`config.mk`:
```
export PLATFORM = sky130hd
export DESIGN_NAME = mfr_engine
export DESIGN_NICKNAME = d
export VERILOG_FILES = /design/src/shared/mfr_pkg.sv /design/src/hdl/mfr_sync.sv /design/src/hdl/mfr_engine.sv
export VERILOG_INCLUDE_DIRS = /design/src /design/src/shared
export SDC_FILE = /design/constraint.sdc
export NUM_CORES = 1
export LEC_CHECK = 0
export BUFFER_PORTS_ARGS = -buffer_cell sky130_fd_sc_hd__buf_2
export CELL_PAD_IN_SITES_DETAIL_PLACEMENT = 0
export CELL_PAD_IN_SITES_GLOBAL_PLACEMENT = 1
export CORE_MARGIN = 2
export CORE_UTILIZATION = 41
export CTS_CLUSTER_SIZE = 30
export DETAILED_ROUTE_END_ITERATION = 6
export PLACE_DENSITY = 0.79
export SYNTH_ARGS = -nofsm -noshare
export SYNTH_HDL_FRONTEND = slang
export SYNTH_HIERARCHICAL = 1
export SYNTH_SLANG_ARGS = --single-unit
```
`constraint.sdc`:
```
create_clock -name sys_clk_i -period 2.6 [get_ports sys_clk_i]
set_input_delay 0 -clock sys_clk_i [delete_from_list [all_inputs] [get_ports sys_clk_i]]
set_output_delay 0 -clock sys_clk_i [all_outputs]
set_load 0.01 [all_outputs]
```
`src/shared/mfr_defs.svh`:
```
// Constants of the multi-lane fast read engine: opcodes, phase lengths, dummy counts.
// Assumes inclusion by bare name from design files; definitions only.
`ifndef MFR_DEFS_SVH
`define MFR_DEFS_SVH

`define MFR_OP_DUAL_OUT 8'h3B
`define MFR_OP_QUAD_OUT 8'h6B
`define MFR_OP_DUAL_IO 8'hBB
`define MFR_OP_QUAD_IO 8'hEB

`define MFR_CONT_KEY 4'hA
`define MFR_CMD_BITS 5'd8
`define MFR_ADDR_BITS 5'd24
`define MFR_MODE_BITS 5'd8
`define MFR_BYTE_BITS 4'd8
`define MFR_DUMMY_FIXED 5'd8
`define MFR_DUMMY_SPI_QIO 5'd4
`define MFR_DUMMY_DIO 5'd0
`define MFR_FOUR_DUMMY_P0 5'd4
`define MFR_FOUR_DUMMY_P1 5'd6
`define MFR_FOUR_DUMMY_P2 5'd8
`define MFR_FOUR_MODE_CLKS 5'd2
`define MFR_WRAP_BASE 8'h08

`endif

```
`src/shared/mfr_pkg.sv`:
```
// Types shared by the fast read engine.
// Assumes nothing beyond a SystemVerilog compiler.
package mfr_pkg;
    typedef enum logic [2:0] {
        MFR_IDLE = 3'b000,
        MFR_CMD = 3'b001,
        MFR_ADDR = 3'b010,
        MFR_MODE = 3'b011,
        MFR_DUMMY = 3'b100,
        MFR_DATA = 3'b101,
        MFR_IGN = 3'b110
    } mfr_state_t;
endpackage

```
`src/hdl/mfr_sync.sv`:
```
// Two-flop synchroniser for a group of independent levels.
// Assumes each bit is a slow level relative to the sampling clock.
`timescale 1ns/100ps
`default_nettype none
module mfr_sync #(
    parameter int W = 1
) (
    input wire logic sys_clk_i, // Sampling clock
    input wire logic resetn_i, // Async reset, active low
    input wire logic [W-1:0] rst_val_i, // Unused at reset; kept constant below
    input wire logic [W-1:0] d_i, // Asynchronous inputs
    output logic [W-1:0] q_o // Synchronised outputs
);
    logic [W-1:0] meta_q;
    logic [W-1:0] sync_q;

    always_ff @(posedge sys_clk_i or negedge resetn_i) begin
        if (!resetn_i) begin
            meta_q <= '1;
            sync_q <= '1;
        end else begin
            meta_q <= d_i;
            sync_q <= meta_q;
        end
    end

    // Only the second stage leaves the module
    assign q_o = sync_q & (rst_val_i | ~rst_val_i);
endmodule
`default_nettype wire

```
`src/hdl/mfr_engine.sv`:
```
// Read-command engine of a serial flash: dual/quad output and dual/quad I/O fast reads.
// Assumes pins sampled by sys_clk at far above the link rate, and a combinational
// array read port on mem_addr_o / mem_data_i in the sys_clk domain.
`timescale 1ns/100ps
`default_nettype none
`include "mfr_defs.svh"

// Operation
// - Dual-output read waits eight dummy clocks after the 24-bit address.
// - Dual-output data phase drives two bits per clock on lanes zero and one.
// - Quad-output read refused unless the quad lane enable bit is one.
// - Quad-output read: eight dummy clocks, then four bits per clock.
// - Dual I/O read moves address and data over two lanes.
// - I/O reads take a mode byte after address; only its upper nibble counts.
// - Upper nibble A lets the next same read skip the opcode.
// - Any other upper nibble means the next frame starts with an opcode.
// - Quad I/O read with opcode accepted only while quad lane enable bit is set.
// - Wrap setting steers wrap-around of single-lane-mode quad I/O reads.
// - Wrapped output restarts at the start of its aligned 8-64 byte section.
// - Four-lane mode quad I/O dummy count is 4, 6 or 8 by parameter bits.
// - Four-lane mode keeps continuation; mode clocks count as dummy clocks.
// - Four-lane mode quad I/O reads never wrap.
// - Byte address advances as each byte is fetched, on that byte's first falling edge during data.
// - Data launched on falling edges MSB first; inputs sampled on rising edges.
// - Read commands arriving while busy are ignored.
module mfr_engine
    import mfr_pkg::*;
(
    input wire logic sys_clk_i, // 250 MHz system clock
    input wire logic resetn_i, // Async reset, active low
    input wire logic cs_n_i, // Chip select pin, active low
    input wire logic sck_i, // Serial clock pin
    input wire logic [3:0] lane_i, // Lanes three..zero, pin level
    output logic [3:0] lane_o, // Lane drive values
    output logic [3:0] lane_oe_o, // Lane output enables, high drives
    input wire logic quad_lane_enable_bit_i, // Quad enable status bit
    input wire logic four_lane_command_mode_i, // Four-lane command mode active
    input wire logic busy_i, // Program/erase/status write in progress
    input wire logic wrap_en_i, // Burst wrap enabled by wrap setting
    input wire logic [1:0] wrap_len_i, // 0:8 1:16 2:32 3:64 bytes
    input wire logic [1:0] read_param_i, // Read parameter bits P5:P4
    input wire logic [7:0] mem_data_i, // Array byte at mem_addr_o
    output logic [23:0] mem_addr_o, // Array byte address
    output logic cont_mode_o // Continuation mode armed
);
    logic [5:0] pins_s;
    logic cs_s, sck_s, rise, fall;
    logic [3:0] lane_s;
    mfr_state_t st_q, st_d;
    logic sck_prev_q, sck_prev_d;
    logic [4:0] cnt_q, cnt_d;
    logic [23:0] sh_q, sh_d, sh_in;
    logic [7:0] op_q, op_d, cont_op_q, cont_op_d;
    logic cont_q, cont_d, wrap_q, wrap_d;
    logic [23:0] addr_q, addr_d;
    logic [7:0] dsh_q, dsh_d, byte_v;
    logic [3:0] rem_q, rem_d;
    logic [3:0] lane_q, lane_d, oe_q, oe_d;
    logic [2:0] iw;
    logic [4:0] dum;

    mfr_sync #(.W(6)) u_sync (
        .sys_clk_i(sys_clk_i),
        .resetn_i(resetn_i),
        .rst_val_i(6'h3F),
        .d_i({cs_n_i, sck_i, lane_i}),
        .q_o(pins_s)
    );
    assign cs_s = pins_s[5];
    assign sck_s = pins_s[4];
    assign lane_s = pins_s[3:0];
    assign rise = sck_s & ~sck_prev_q;
    assign fall = ~sck_s & sck_prev_q;

    // Lanes used to receive address and mode bits
    function automatic logic [2:0] addr_w(input logic [7:0] op, input logic four);
        if (four || op == `MFR_OP_QUAD_IO) addr_w = 3'd4;
        else if (op == `MFR_OP_DUAL_IO) addr_w = 3'd2;
        else addr_w = 3'd1;
    endfunction

    // Lanes used to send data
    function automatic logic [2:0] data_w(input logic [7:0] op);
        if (op == `MFR_OP_QUAD_OUT || op == `MFR_OP_QUAD_IO) data_w = 3'd4;
        else data_w = 3'd2;
    endfunction

    function automatic logic [4:0] clocks(input logic [4:0] bits, input logic [2:0] w);
        clocks = bits / {2'b00, w};
    endfunction

    function automatic logic [23:0] next_addr(input logic [23:0] a, input logic wr,
                                             input logic [1:0] wl);
        logic [7:0] m;
        logic [23:0] inc;
        m = (`MFR_WRAP_BASE << wl) - 8'h01;
        inc = a + 24'h000001;
        if (wr) next_addr = {a[23:8], (a[7:0] & ~m) | (inc[7:0] & m)};
        else next_addr = inc;
    endfunction

    // Incoming bits, highest lane carries the highest bit of the group
    always_comb begin
        iw = (st_q == MFR_CMD) ? (four_lane_command_mode_i ? 3'd4 : 3'd1)
                               : addr_w(op_q, four_lane_command_mode_i);
        case (iw)
            3'd4: sh_in = {sh_q[19:0], lane_s};
            3'd2: sh_in = {sh_q[21:0], lane_s[1:0]};
            default: sh_in = {sh_q[22:0], lane_s[0]};
        endcase
        case (read_param_i)
            2'b00: dum = `MFR_FOUR_DUMMY_P0;
            2'b01: dum = `MFR_FOUR_DUMMY_P1;
            default: dum = `MFR_FOUR_DUMMY_P2;
        endcase
    end

    always_comb begin
        st_d = st_q;
        sck_prev_d = sck_s;
        cnt_d = cnt_q;
        sh_d = sh_q;
        op_d = op_q;
        cont_d = cont_q;
        cont_op_d = cont_op_q;
        wrap_d = wrap_q;
        addr_d = addr_q;
        dsh_d = dsh_q;
        rem_d = rem_q;
        lane_d = lane_q;
        oe_d = oe_q;
        byte_v = (rem_q == 4'd0) ? mem_data_i : dsh_q;
        if (cs_s) begin
            st_d = MFR_IDLE;
            oe_d = 4'h0;
            lane_d = 4'h0;
        end else begin
            case (st_q)
                MFR_IDLE: begin
                    wrap_d = 1'b0;
                    if (busy_i) begin
                        st_d = MFR_IGN;
                    end else if (cont_q) begin
                        st_d = MFR_ADDR;
                        op_d = cont_op_q;
                        wrap_d = wrap_en_i && !four_lane_command_mode_i
                                 && cont_op_q == `MFR_OP_QUAD_IO;
                        cnt_d = clocks(`MFR_ADDR_BITS, addr_w(cont_op_q,
                                       four_lane_command_mode_i));
                    end else begin
                        st_d = MFR_CMD;
                        cnt_d = clocks(`MFR_CMD_BITS, four_lane_command_mode_i ? 3'd4 : 3'd1);
                    end
                end
                MFR_CMD: if (rise) begin
                    sh_d = sh_in;
                    cnt_d = cnt_q - 5'd1;
                    if (cnt_q == 5'd1) begin
                        op_d = sh_in[7:0];
                        cnt_d = clocks(`MFR_ADDR_BITS, addr_w(sh_in[7:0],
                                       four_lane_command_mode_i));
                        st_d = MFR_ADDR;
                        case (sh_in[7:0])
                            `MFR_OP_DUAL_OUT, `MFR_OP_DUAL_IO: begin
                                if (four_lane_command_mode_i) st_d = MFR_IGN;
                            end
                            `MFR_OP_QUAD_OUT: begin
                                if (!quad_lane_enable_bit_i || four_lane_command_mode_i) begin
                                    st_d = MFR_IGN;
                                end
                            end
                            `MFR_OP_QUAD_IO: begin
                                if (!quad_lane_enable_bit_i) st_d = MFR_IGN;
                                // Wrap only outside four-lane mode
                                wrap_d = wrap_en_i && !four_lane_command_mode_i;
                            end
                            default: st_d = MFR_IGN;
                        endcase
                    end
                end
                MFR_ADDR: if (rise) begin
                    sh_d = sh_in;
                    cnt_d = cnt_q - 5'd1;
                    if (cnt_q == 5'd1) begin
                        addr_d = sh_in;
                        if (op_q == `MFR_OP_DUAL_IO || op_q == `MFR_OP_QUAD_IO) begin
                            st_d = MFR_MODE;
                            cnt_d = clocks(`MFR_MODE_BITS, addr_w(op_q,
                                           four_lane_command_mode_i));
                        end else begin
                            st_d = MFR_DUMMY;
                            cnt_d = `MFR_DUMMY_FIXED;
                        end
                    end
                end
                MFR_MODE: if (rise) begin
                    sh_d = sh_in;
                    cnt_d = cnt_q - 5'd1;
                    if (cnt_q == 5'd1) begin
                        // Lower nibble deliberately unused
                        cont_d = sh_in[7:4] == `MFR_CONT_KEY;
                        cont_op_d = op_q;
                        if (op_q == `MFR_OP_DUAL_IO) cnt_d = `MFR_DUMMY_DIO;
                        else if (four_lane_command_mode_i)
                            cnt_d = dum - `MFR_FOUR_MODE_CLKS;
                        else cnt_d = `MFR_DUMMY_SPI_QIO;
                        st_d = (cnt_d == 5'd0) ? MFR_DATA : MFR_DUMMY;
                        rem_d = 4'd0;
                    end
                end
                MFR_DUMMY: if (rise) begin
                    // Lane levels here are don't care
                    cnt_d = cnt_q - 5'd1;
                    if (cnt_q == 5'd1) begin
                        st_d = MFR_DATA;
                        rem_d = 4'd0;
                    end
                end
                MFR_DATA: if (fall) begin
                    if (data_w(op_q) == 3'd4) begin
                        lane_d = byte_v[7:4];
                        dsh_d = {byte_v[3:0], 4'h0};
                        oe_d = 4'hF;
                    end else begin
                        lane_d = {2'b00, byte_v[7:6]};
                        dsh_d = {byte_v[5:0], 2'b00};
                        oe_d = 4'h3;
                    end
                    if (rem_q == 4'd0) begin
                        rem_d = 4'(`MFR_BYTE_BITS / {1'b0, data_w(op_q)}) - 4'd1;
                        addr_d = next_addr(addr_q, wrap_q, wrap_len_i);
                    end else begin
                        rem_d = rem_q - 4'd1;
                    end
                end
                MFR_IGN: st_d = MFR_IGN;
                default: st_d = MFR_IDLE;
            endcase
        end
    end

    always_ff @(posedge sys_clk_i or negedge resetn_i) begin
        if (!resetn_i) begin
            st_q <= MFR_IDLE;
            sck_prev_q <= 1'b1;
            cnt_q <= 5'd0;
            sh_q <= 24'h000000;
            op_q <= 8'h00;
            cont_q <= 1'b0;
            cont_op_q <= 8'h00;
            wrap_q <= 1'b0;
            addr_q <= 24'h000000;
            dsh_q <= 8'h00;
            rem_q <= 4'd0;
            lane_q <= 4'h0;
            oe_q <= 4'h0;
        end else begin
            st_q <= st_d;
            sck_prev_q <= sck_prev_d;
            cnt_q <= cnt_d;
            sh_q <= sh_d;
            op_q <= op_d;
            cont_q <= cont_d;
            cont_op_q <= cont_op_d;
            wrap_q <= wrap_d;
            addr_q <= addr_d;
            dsh_q <= dsh_d;
            rem_q <= rem_d;
            lane_q <= lane_d;
            oe_q <= oe_d;
        end
    end

    assign lane_o = lane_q;
    assign lane_oe_o = oe_q;
    assign mem_addr_o = addr_q;
    assign cont_mode_o = cont_q;

    // Bits inside the section forced high, so only bits above it are compared
    logic [7:0] sec_mask;
    assign sec_mask = (`MFR_WRAP_BASE << wrap_len_i) - 8'h01;
endmodule
`default_nettype wire

```
==> impl_metrics.yaml, run 1 <==
floorplan:
  start_util_pct: 41.8
  fp.dieArea_sq_um: 15700
  die_w_microns: 125
  die_h_microns: 125
  io_pins: 57
  rows: 44
  core_area_sq_um: 14400
placement:
  hpwl_mm: 12.3
  pre_cts_ws_ns: 0.0306
  routabilityCongestion: 0.913
  io_buffers: 56
finish:
  antenna_cells: 0
  final-seq-area_sq_um: 2570
  multi_input_area_sq_um: 3320
  areaGrowthSynthToFinish_pct: 20.2
  drive_above_1_share_pct: 24.5
  fin_nets: 801
  fin_util_pct: 50.2
  n_fill_cell: 1387
worst_setup_path:
  worstSetupPathType: "reg -> reg"
  critPathTopFamily: "compound AO/OA/AOI/OAI gates"
  cp.arrival_ns: 2.82
  cp_max_fo: 4
  timing.critical_path.buf_inv: 0
  slowest_delay_ns: 0.40
  cpMaxStageDelayCell: "dfrtp_1"
  critPathCaptureType: "register"
  critPathRequiredTime_ns: 2.84
  cp_cell_sequence: "and4b_2 -> and3_4 -> a21o_1 -> or2_2 -> ha_4 -> o41ai_4 -> nor2_1 -> o211ai_1 -> a32oi_1 -> o221a_2"
  startpoint_type: "register"
sta:
  maxSlewViolCount: 0
  hold_viol_final: 0
  fmax_ghz: 0.388
  post-route-min-period_ns: 2.58
  relSlewSlack_pct: 52.8
  layout_setup_ws_ns: 0.0210
  tightest_slew_ns: 0.690
  period_share_pct: 99.2
  finalSetupViolCount: 0
  clock_skew_ns: 0.00834
  rsz0062_at_grt: "true"
global_route:
  grt-ovfl-total: 0
  grt_max_degree: 46
  track_usage_pct: 21.6
  grt_pass1_vias: 5357
  grt_antenna_before_repair: 0
  grt_pass1_wl_mm: 27.6
flow_run:
  maxCapViolCount: 0
clocking:
  cts_root_buf: "clkbuf_16"
  htree_levels: 3
  cts_sinks: 102
  cts_tree: "built"
  clk_pin_slew_ns: 0.07
  cts_made_buffers: 9
  insertion_delay_ns: 0.36
  clockBufferDepth: 2
power_and_ir_drop:
  power_per_cell_area_nw_per_um2: 709
  leakage_nw: 3.17
  p_total_mw: 5.14
  vdd_drop_max_uv: 379
route:
  dr.pass1.iters: 5
  routedWlPerCell_microns: 17.8
  vias_per_cell: 5.87
  drtAntennaViolNets: 0
  drt_iter0_drc: 425
  drt-total-wl_mm: 17.1
  vias: 5636
  route.detailed.drc: 0
outcome:
  status: "finished, final reports clean"
synth:
  yosys_warnings: 6
  syn_inst: 688
  synthesis.area_sq_um: 6020
  avgSynthCellArea_sq_um: 8.76
  synth_nets: 718
hold_path:
  hold_path.class: "in -> reg"
==> metrics by stage <==
| step | TNS [ns] | hold WS, ns | instances | cell area, sq um |
|---|---|---|---|---|
| 5_1_grt | -0.0686 | 0.0541 | 960 | 7240 |
| 3_3_place_gp | 0 | 0.0426 | 929 | 6740 |
| 3_5_place_dp | 0 | 0.0473 | 929 | 6740 |
| 6_report | 0 | 0.0226 | 960 | 7240 |
| 2_1_floorplan | 0 | -0.296 | 688 | 6060 |
| 4_1_cts | 0 | 0.00960 | 955 | 7140 |
==> where the power goes <==
part           leakage [nW]  switching, mW  internal [mW]
Clock                 0.142          0.624          0.748
Combinational          1.79          0.791          0.668
Sequential             1.24          0.403           1.90
Total                  3.17           1.82           3.32
==> area by class of cell <==
type | instances | share of cell area [%]
Sequential cell | 102 | 35.5
Multi-Input combinational cell | 528 | 45.8
Clock buffer | 9 | 3.11
Inverter | 13 | 0.674
Clock inverter | 7 | 1.00
Timing Repair Buffer | 117 | 10.8
Tap cell | 184 | 3.18
==> metal layers <==
metal  up-vias  global-route usage (%)  share of wire, %
met5         -                       0                 0
met4         0                    8.50               2.3
met3        28                    2.95               4.2
met2       166                    36.4                49
met1      2745                    28.4                44
li1       2697                       -                 -
==> final timing paths <==
check | depth (start not counted) | from | slack (ns) | endpoint
worst min register to register | 0 | u_sync/meta_q[0]$_DFF_PN1_ | 0.36 | u_sync/sync_q[0]$_DFF_PN1_
worst max-delay path | 10 | op_q[0]$_DFFE_PN0P_ | 0.02 | cnt_q[0]$_DFFE_PN0P_
max in group asynchronous | 3 | resetn_i | 1.54 | u_sync/sync_q[4]$_DFF_PN1_
min in group asynchronous | 2 | resetn_i | 0.19 | cnt_q[0]$_DFFE_PN0P_
worst min-delay path | 4 | wrap_len_i[0] | 0.02 | register
worst max register to register | 10 | op_q[0]$_DFFE_PN0P_ | 0.02 | cnt_q[0]$_DFFE_PN0P_
==> state kept, by name, indices dropped and copies added, names as in the netlist, named ones only <==
register	flops
cont_op_q	8
u_sync/sync_q	6
u_sync/meta_q	6
sh_q	23
mem_addr_o	21
dsh_q	6
sck_prev_q	1
op_q	8
st_q	3
lane_oe_o	2
cnt_q	5
lane_o	4
cont_mode_o	1
wrap_q	1
rem_q	4
==> worst min-delay path, cell delays in order <==
cell and delay (ns):
buf_2 0.09, a21oi_1 0.06, nor2_1 0.12, a21oi_1 0.08
==> cells in the final DEF, fill, tap and decap left out, types with 4 or more instances in the layout <==
master / instances
o21ai_0: 69
a22o_1: 21
a31oi_1: 6
o31ai_1: 6
or2_2: 5
and2_1: 4
dlygate4sd3_1: 10
o211ai_1: 6
a21o_1: 5
a21oi_1: 67
or3_1: 4
nand2_1: 97
nor4_2: 5
buf_2: 55
xor2_1: 5
dfrtp_1: 89
nor3_1: 10
nand2b_1: 8
nand3b_1: 4
mux2_2: 23
mux2i_1: 6
o22a_1: 4
a22oi_1: 5
buf_4: 50
ha_1: 5
nand3_1: 28
and3_1: 6
dfstp_2: 13
nor2_1: 43
nand4_1: 11
xnor2_1: 4
clkbuf_16: 9
inv_1: 12
==> what timing repair did <==
action	4_1_cts	5_1_grt
hold endpoints to repair	45	0
buffers inserted	0	5
gates resized for setup	0	11
setup endpoints to repair	0	8
hold buffers	10	0
Power figures use the tool's default switching activity.
==> inputs of run 2 (changes only) <==
Settings changed: SYNTH_HIERARCHICAL 1 to unset.
==> impl_metrics.yaml, run 2 <==
flow_run:
  maxCapViolCount: 0
synth:
  yosys_warnings: 0
  synth.mux.area_fraction_pct: 6.12
  synthesis.area_sq_um: 5930
  synth_xor_area_share_pct: 1.18
  synthTopCellsByCount: "dfrtp_1 (89), nand2_1 (80), o21ai_0 (64)"
  synth_most_common_cell: "dfrtp_1"
  synth_seq_cells: 102
  ys_seq_area_share_pct: 43.3
  ys_dominant_reg_cell: "dfrtp_1"
  netlist.top_cell.by_area: "dfrtp_1"
  async_flop_share_pct: 100
  synth_nets: 684
  yosys.area_share.simple_pct: 17.8
  avgSynthCellArea_sq_um: 9.07
  yosysTopAreaCellShare_pct: 37.5
  yosys-top-cells-area: "dfrtp_1 (38%), dfstp_2 (5.8%), o21ai_0 (5.4%)"
  syn_inst: 654
  synthAdderAreaFrac_pct: 1.27
  synth_compound_area_share_pct: 25.6
  synth_edf_count: 0
  synthDistinctLibCells: 70
  synth_top_family_by_area: "compound AO/OA/AOI/OAI gates"
sta:
  holdWs_ns: 0.0127
  period_share_pct: 99.2
  maxSlewViolCount: 0
  timing.setup.tns_ns: 0
  post-route-min-period_ns: 2.58
  relSlewSlack_pct: 51.5
  tightest_slew_ns: 0.722
  clock_skew_ns: 0.00687
  layout_setup_ws_ns: 0.0202
  fmax_ghz: 0.388
  rsz0062_at_grt: "true"
  hold_viol_final: 0
  finalSetupViolCount: 0
route:
  highest_layer: "met4"
  drt-total-wl_mm: 16.8
  dr.pass1.iters: 7
  vias_per_cell: 5.89
  drt_iter0_drc: 469
  met3WireLength_microns: 843
  routedWlPerCell_microns: 17.9
  route.detailed.drc: 1
  met2_length_mm: 8.17
  drt-met1-wl_mm: 7.35
  drtAntennaViolNets: 0
  vias: 5508
finish:
  layout_common_cells: "dfrtp_1 (89), nand2_1 (80), buf_4 (65)"
  fin_nets: 780
  largest-register: "sh_q"
  antenna_cells: 0
  mostFrequentLayoutCell: "dfrtp_1"
  fin_util_pct: 51.8
  n_fill_cell: 1277
  final_area_sq_um: 7240
  areaGrowthSynthToFinish_pct: 22.1
  drive_above_1_share_pct: 25.2
  largest_reg_flops: 23
worst_setup_path:
  timing.rr.start: "op_q[2]$_DFFE_PN0P_"
  startpoint: "op_q[2]$_DFFE_PN0P_"
  cp.arrival_ns: 2.83
  worstSetupPathType: "reg -> reg"
  startpoint_type: "register"
  critPathRequiredTime_ns: 2.85
  cp_max_fo: 8
  critPathCaptureType: "register"
  reg2reg_depth: 10
hold_path:
  hold_depth: 3
  hold_path.class: "in -> reg"
  hp-start: "wrap_len_i[1]"
placement:
  hpwl_mm: 11.7
  routabilityCongestion: 0.907
  place_area_sq_um: 6660
  pre_cts_ws_ns: -0.00143
  io_buffers: 56
power_and_ir_drop:
  power_per_cell_area_nw_per_um2: 952
  leakage_nw: 3.16
  vdd_drop_max_uv: 550
global_route:
  track_usage_pct: 21.4
  grt_pass1_vias: 5277
  grt_pass1_wl_mm: 26.9
  grt_antenna_before_repair: 0
  grt_max_degree: 44
  grt-ovfl-total: 0
floorplan:
  io_pins: 57
  core_area_sq_um: 14000
  rows: 43
  start_util_pct: 42.4
  die_w_microns: 124
  fp.dieArea_sq_um: 15400
  die_h_microns: 124
clocking:
  clk_pin_slew_ns: 0.07
  htree_levels: 3
  cts_made_buffers: 9
  cts_tree: "built"
  cts_root_buf: "clkbuf_16"
  clockBufferDepth: 2
  insertion_delay_ns: 0.35
  cts_sinks: 102
outcome:
  violations: "DRC"
  status: "finished, violations left"
[run 2: timing repair]
item,CTS,global route
endpoints found under the hold margin,48,0
hold buffers,10,0
pin swaps,0,12
buffers inserted,0,13
endpoints found under the setup margin,3,29
cloned,0,1
gates resized for setup,1,22
[run 2: report_power, final]
part           total, mW  switching (mW)  internal (mW)
combinational       2.94            1.63           1.30
clock               1.36           0.613          0.746
sequential          2.60           0.536           2.06
[run 2: cells by family (layout without fill, tap and decap cells)]
| logic type | after synthesis | count (layout) |
|---|---|---|
| and+or+nand+nor | 215 | 216 |
| adders and majority gates | 6 | 6 |
| buffers and inverters | 64 | 164 |
| muxes | 32 | 32 |
| AOI/OAI and AO/OA | 227 | 227 |
| xor gates and xnor gates | 8 | 8 |
| DFF | 102 | 102 |
[run 2: area by class of cell]
cell class                 count  area, sq um  share of cell area, %
multi-input combinational    489         3200                   44.1
sequential                   102         2570                   35.5
timing repair buffer         132          903                   12.5
clock buffer                  10          229                   3.16
tap                          180          225                   3.11
clock inverter                 6         61.3                  0.846
inverter                      16         60.1                  0.829
[run 2: final timing paths]
| check | end | slack (ns) |
|---|---|---|
| max | wrap_q$_DFFE_PN0P_ | 0.02 |
| min | register | 0.01 |
| max reg2reg | wrap_q$_DFFE_PN0P_ | 0.02 |
| min reg2reg | u_sync.sync_q[0]$_DFF_PN1_ | 0.36 |
| max in group asynchronous | u_sync.meta_q[5]$_DFF_PN1_ | 1.67 |
| min in group asynchronous | cnt_q[0]$_DFFE_PN0P_ | 0.17 |
[run 2: worst max-delay path, stage by stage, from the launching register on]
cell	delay (ns)
dfrtp_1	0.40
nand4b_4	0.18
buf_4	0.18
nor3_1	0.43
a222oi_1	0.20
buf_4	0.20
a2111oi_4	0.32
buf_4	0.18
and3_4	0.19
o21ai_2	0.06
o2bb2ai_2	0.12
[run 2: through the flow]
| stage | cells | power (mW) |
|---|---|---|
| final | 935 | 6.89 |
| after global routing | 935 | 7.36 |
| after detailed placement | 897 | 5.31 |
| after floorplan | 654 | 4.34 |
| after global placement | 897 | 5.25 |
| after CTS | 923 | 6.71 |
[run 2: routing by layer]
| layer | track usage, % | up-vias |
|---|---|---|
| met4 | 8.39 | 0 |
| met5 | 0 | - |
| met1 | 27.2 | 2694 |
| li1 | - | 2635 |
| met3 | 5.28 | 32 |
| met2 | 35.2 | 147 |
==> inputs of run 3 (changes only) <==
Settings changed: ABC_AREA set to 1, CORE_UTILIZATION 41 to 40, GPL_TIMING_DRIVEN set to 0.
==> impl_metrics.yaml, run 3 <==
synth:
  synthesis.area_sq_um: 6160
  synth.mux.area_fraction_pct: 0.325
  synthDistinctLibCells: 57
  synth_xor_area_share_pct: 1.42
  synth_most_common_cell: "nand2_1"
  syn_inst: 794
  synth_seq_cells: 102
  async_flop_share_pct: 100
  ys_dominant_reg_cell: "dfrtp_1"
  yosysTopAreaCellShare_pct: 36.2
  synthTopCellsByCount: "nand2_1 (193), inv_1 (94), dfrtp_1 (89)"
  netlist.top_cell.by_area: "dfrtp_1"
  synth_edf_count: 0
  yosys_warnings: 0
  synth_nets: 824
  synth_top_family_by_area: "simple AND/OR/NAND/NOR gates"
  ys_seq_area_share_pct: 41.7
  synth_compound_area_share_pct: 18.0
  synthAdderAreaFrac_pct: 1.22
  yosys-top-cells-area: "dfrtp_1 (36%), nand2_1 (12%), o21ai_0 (5.9%)"
  yosys.area_share.simple_pct: 28.6
  avgSynthCellArea_sq_um: 7.75
global_route:
  grt_antenna_before_repair: 0
  track_usage_pct: 22.3
  grt_max_degree: 62
  grt_pass1_vias: 5454
  grt_pass1_wl_mm: 28.6
  grt-ovfl-total: 0
floorplan:
  io_pins: 57
  die_h_microns: 128
  rows: 45
  die_w_microns: 128
  fp.dieArea_sq_um: 16400
  core_area_sq_um: 15100
  start_util_pct: 40.6
sta:
  tightest_slew_ns: 0.871
  fmax_ghz: 0.411
  clock_skew_ns: 0.0104
  layout_setup_ws_ns: 0.167
  relSlewSlack_pct: 41.9
  finalSetupViolCount: 0
  period_share_pct: 93.6
  post-route-min-period_ns: 2.43
  maxSlewViolCount: 0
  timing.setup.tns_ns: 0
  hold_viol_final: 0
  rsz0062_at_grt: "false"
finish:
  largest_reg_flops: 23
  antenna_cells: 0
  fin_nets: 911
  layout_common_cells: "nand2_1 (192), inv_1 (94), dfrtp_1 (89)"
  drive_above_1_share_pct: 19.2
  largest-register: "sh_q"
  areaGrowthSynthToFinish_pct: 17.7
  fin_util_pct: 47.9
  mostFrequentLayoutCell: "nand2_1"
worst_setup_path:
  critPathRequiredTime_ns: 2.88
  cp_max_fo: 10
  startpoint_type: "register"
  critPathCaptureType: "register"
  rrSetupSlack_ns: 0.17
  worstSetupPathDepth: 11
  slowest_delay_ns: 0.43
  cp.arrival_ns: 2.71
  critPathTopFamily: "simple AND/OR/NAND/NOR gates"
  timing.critical_path.buf_inv: 4
  cp_cell_sequence: "inv_1 -> ha_1 -> nand3_2 -> clkinv_1 -> nor2_1 -> nor4_1 -> nand2_1 -> inv_2 -> buf_2 -> o21ai_0 -> o22ai_1"
  cpMaxStageDelayCell: "nor4_1"
  reg2reg_depth: 11
  worstSetupPathType: "reg -> reg"
route:
  met3WireLength_microns: 763
  drt-met1-wl_mm: 8.58
  routedWlPerCell_microns: 16.0
  drt-total-wl_mm: 17.2
  met2_length_mm: 7.72
  drt_iter0_drc: 468
  drtAntennaViolNets: 0
  vias: 5631
  dr.pass1.iters: 5
  route.detailed.drc: 0
  highest_layer: "met4"
  vias_per_cell: 5.24
clocking:
  clk_pin_slew_ns: 0.08
  insertion_delay_ns: 0.36
  cts_made_buffers: 9
  cts_sinks: 102
  clockBufferDepth: 2
  cts_tree: "built"
  cts_root_buf: "clkbuf_16"
  htree_levels: 3
power_and_ir_drop:
  vdd_drop_max_uv: 496
  leakage_nw: 3.37
  power_per_cell_area_nw_per_um2: 953
placement:
  hpwl_mm: 12.6
  pre_cts_ws_ns: 0.146
  routabilityCongestion: 0.857
  io_buffers: 56
hold_path:
  hold_path.class: "in -> reg"
  hold_depth: 5
flow_run:
  maxCapViolCount: 0
outcome:
  status: "finished, final reports clean"
[run 3: cell families (layout without fill, tap and decap cells)]
group,count (synthesis),count (layout)
AOI/OAI and AO/OA,180,180
xor gates and xnor gates,10,10
buffers and inverters,132,224
DFF,102,102
and+or+nand+nor,362,362
muxes,2,2
adders and majority gates,6,6
[run 3: tightest hold or removal path: cells and delay by family]
family / cells / cell delay, ns
compound gates: 2 / 0.18
simple gates: 2 / 0.10
buf+inv: 1 / 0.07
[run 3: repair_timing]
| action | in CTS | in global routing |
|---|---|---|
| hold buffers | 16 | 0 |
| resized for setup | 0 | 8 |
| hold endpoints to repair | 77 | 0 |
| endpoints found under the setup margin | 0 | 22 |
| buffers inserted | 0 | 3 |
[run 3: stage by stage]
step / cell area [sq um] / cells / power, mW / hold slack, ns
floorplan: 6160 / 794 / 4.43 / -0.296
global placement: 6670 / 1038 / 5.30 / 0.105
detailed placement: 6690 / 1039 / 5.31 / 0.106
CTS: 7190 / 1071 / 6.92 / 0.0288
global route: 7250 / 1074 / 7.46 / 0.0637
finish: 7250 / 1074 / 6.91 / 0.0349
[run 3: routing by layer]
layer  track usage [%]  vias to the layer above
met3              4.80                       10
met4              4.14                        0
met2              34.5                      114
li1                  -                     2835
met1              32.5                     2672
met5                 0                        -
[run 3: where the power goes]
group / leakage, nW / internal [mW] / switching (mW)
sequential: 1.24 / 2.09 / 0.477
combinational: 1.97 / 0.986 / 1.79
clock: 0.165 / 0.892 / 0.680
[run 3: layout make-up]
class / count / area [sq um]
timing repair buffer: 76 / 485
fill: 1533 / 7900
tap: 188 / 235
sequential: 102 / 2570
multi-input combinational: 560 / 3080
clock buffer: 10 / 239
buffer: 22 / 128
inverter: 110 / 413
clock inverter: 6 / 101
[run 3: path summary, 6_finish.rpt]
check                                           start                          to
min                                     mem_data_i[3]        dsh_q[7]$_DFFE_PN0P_
max                              cnt_q[1]$_DFFE_PN0P_         op_q[5]$_DFFE_PN0P_
max in group asynchronous                    resetn_i  u_sync.sync_q[2]$_DFF_PN1_
max reg2reg                      cnt_q[1]$_DFFE_PN0P_         op_q[5]$_DFFE_PN0P_
min in group asynchronous                    resetn_i        cnt_q[4]$_DFFE_PN0P_
min reg2reg                u_sync.meta_q[1]$_DFF_PN1_  u_sync.sync_q[1]$_DFF_PN1_
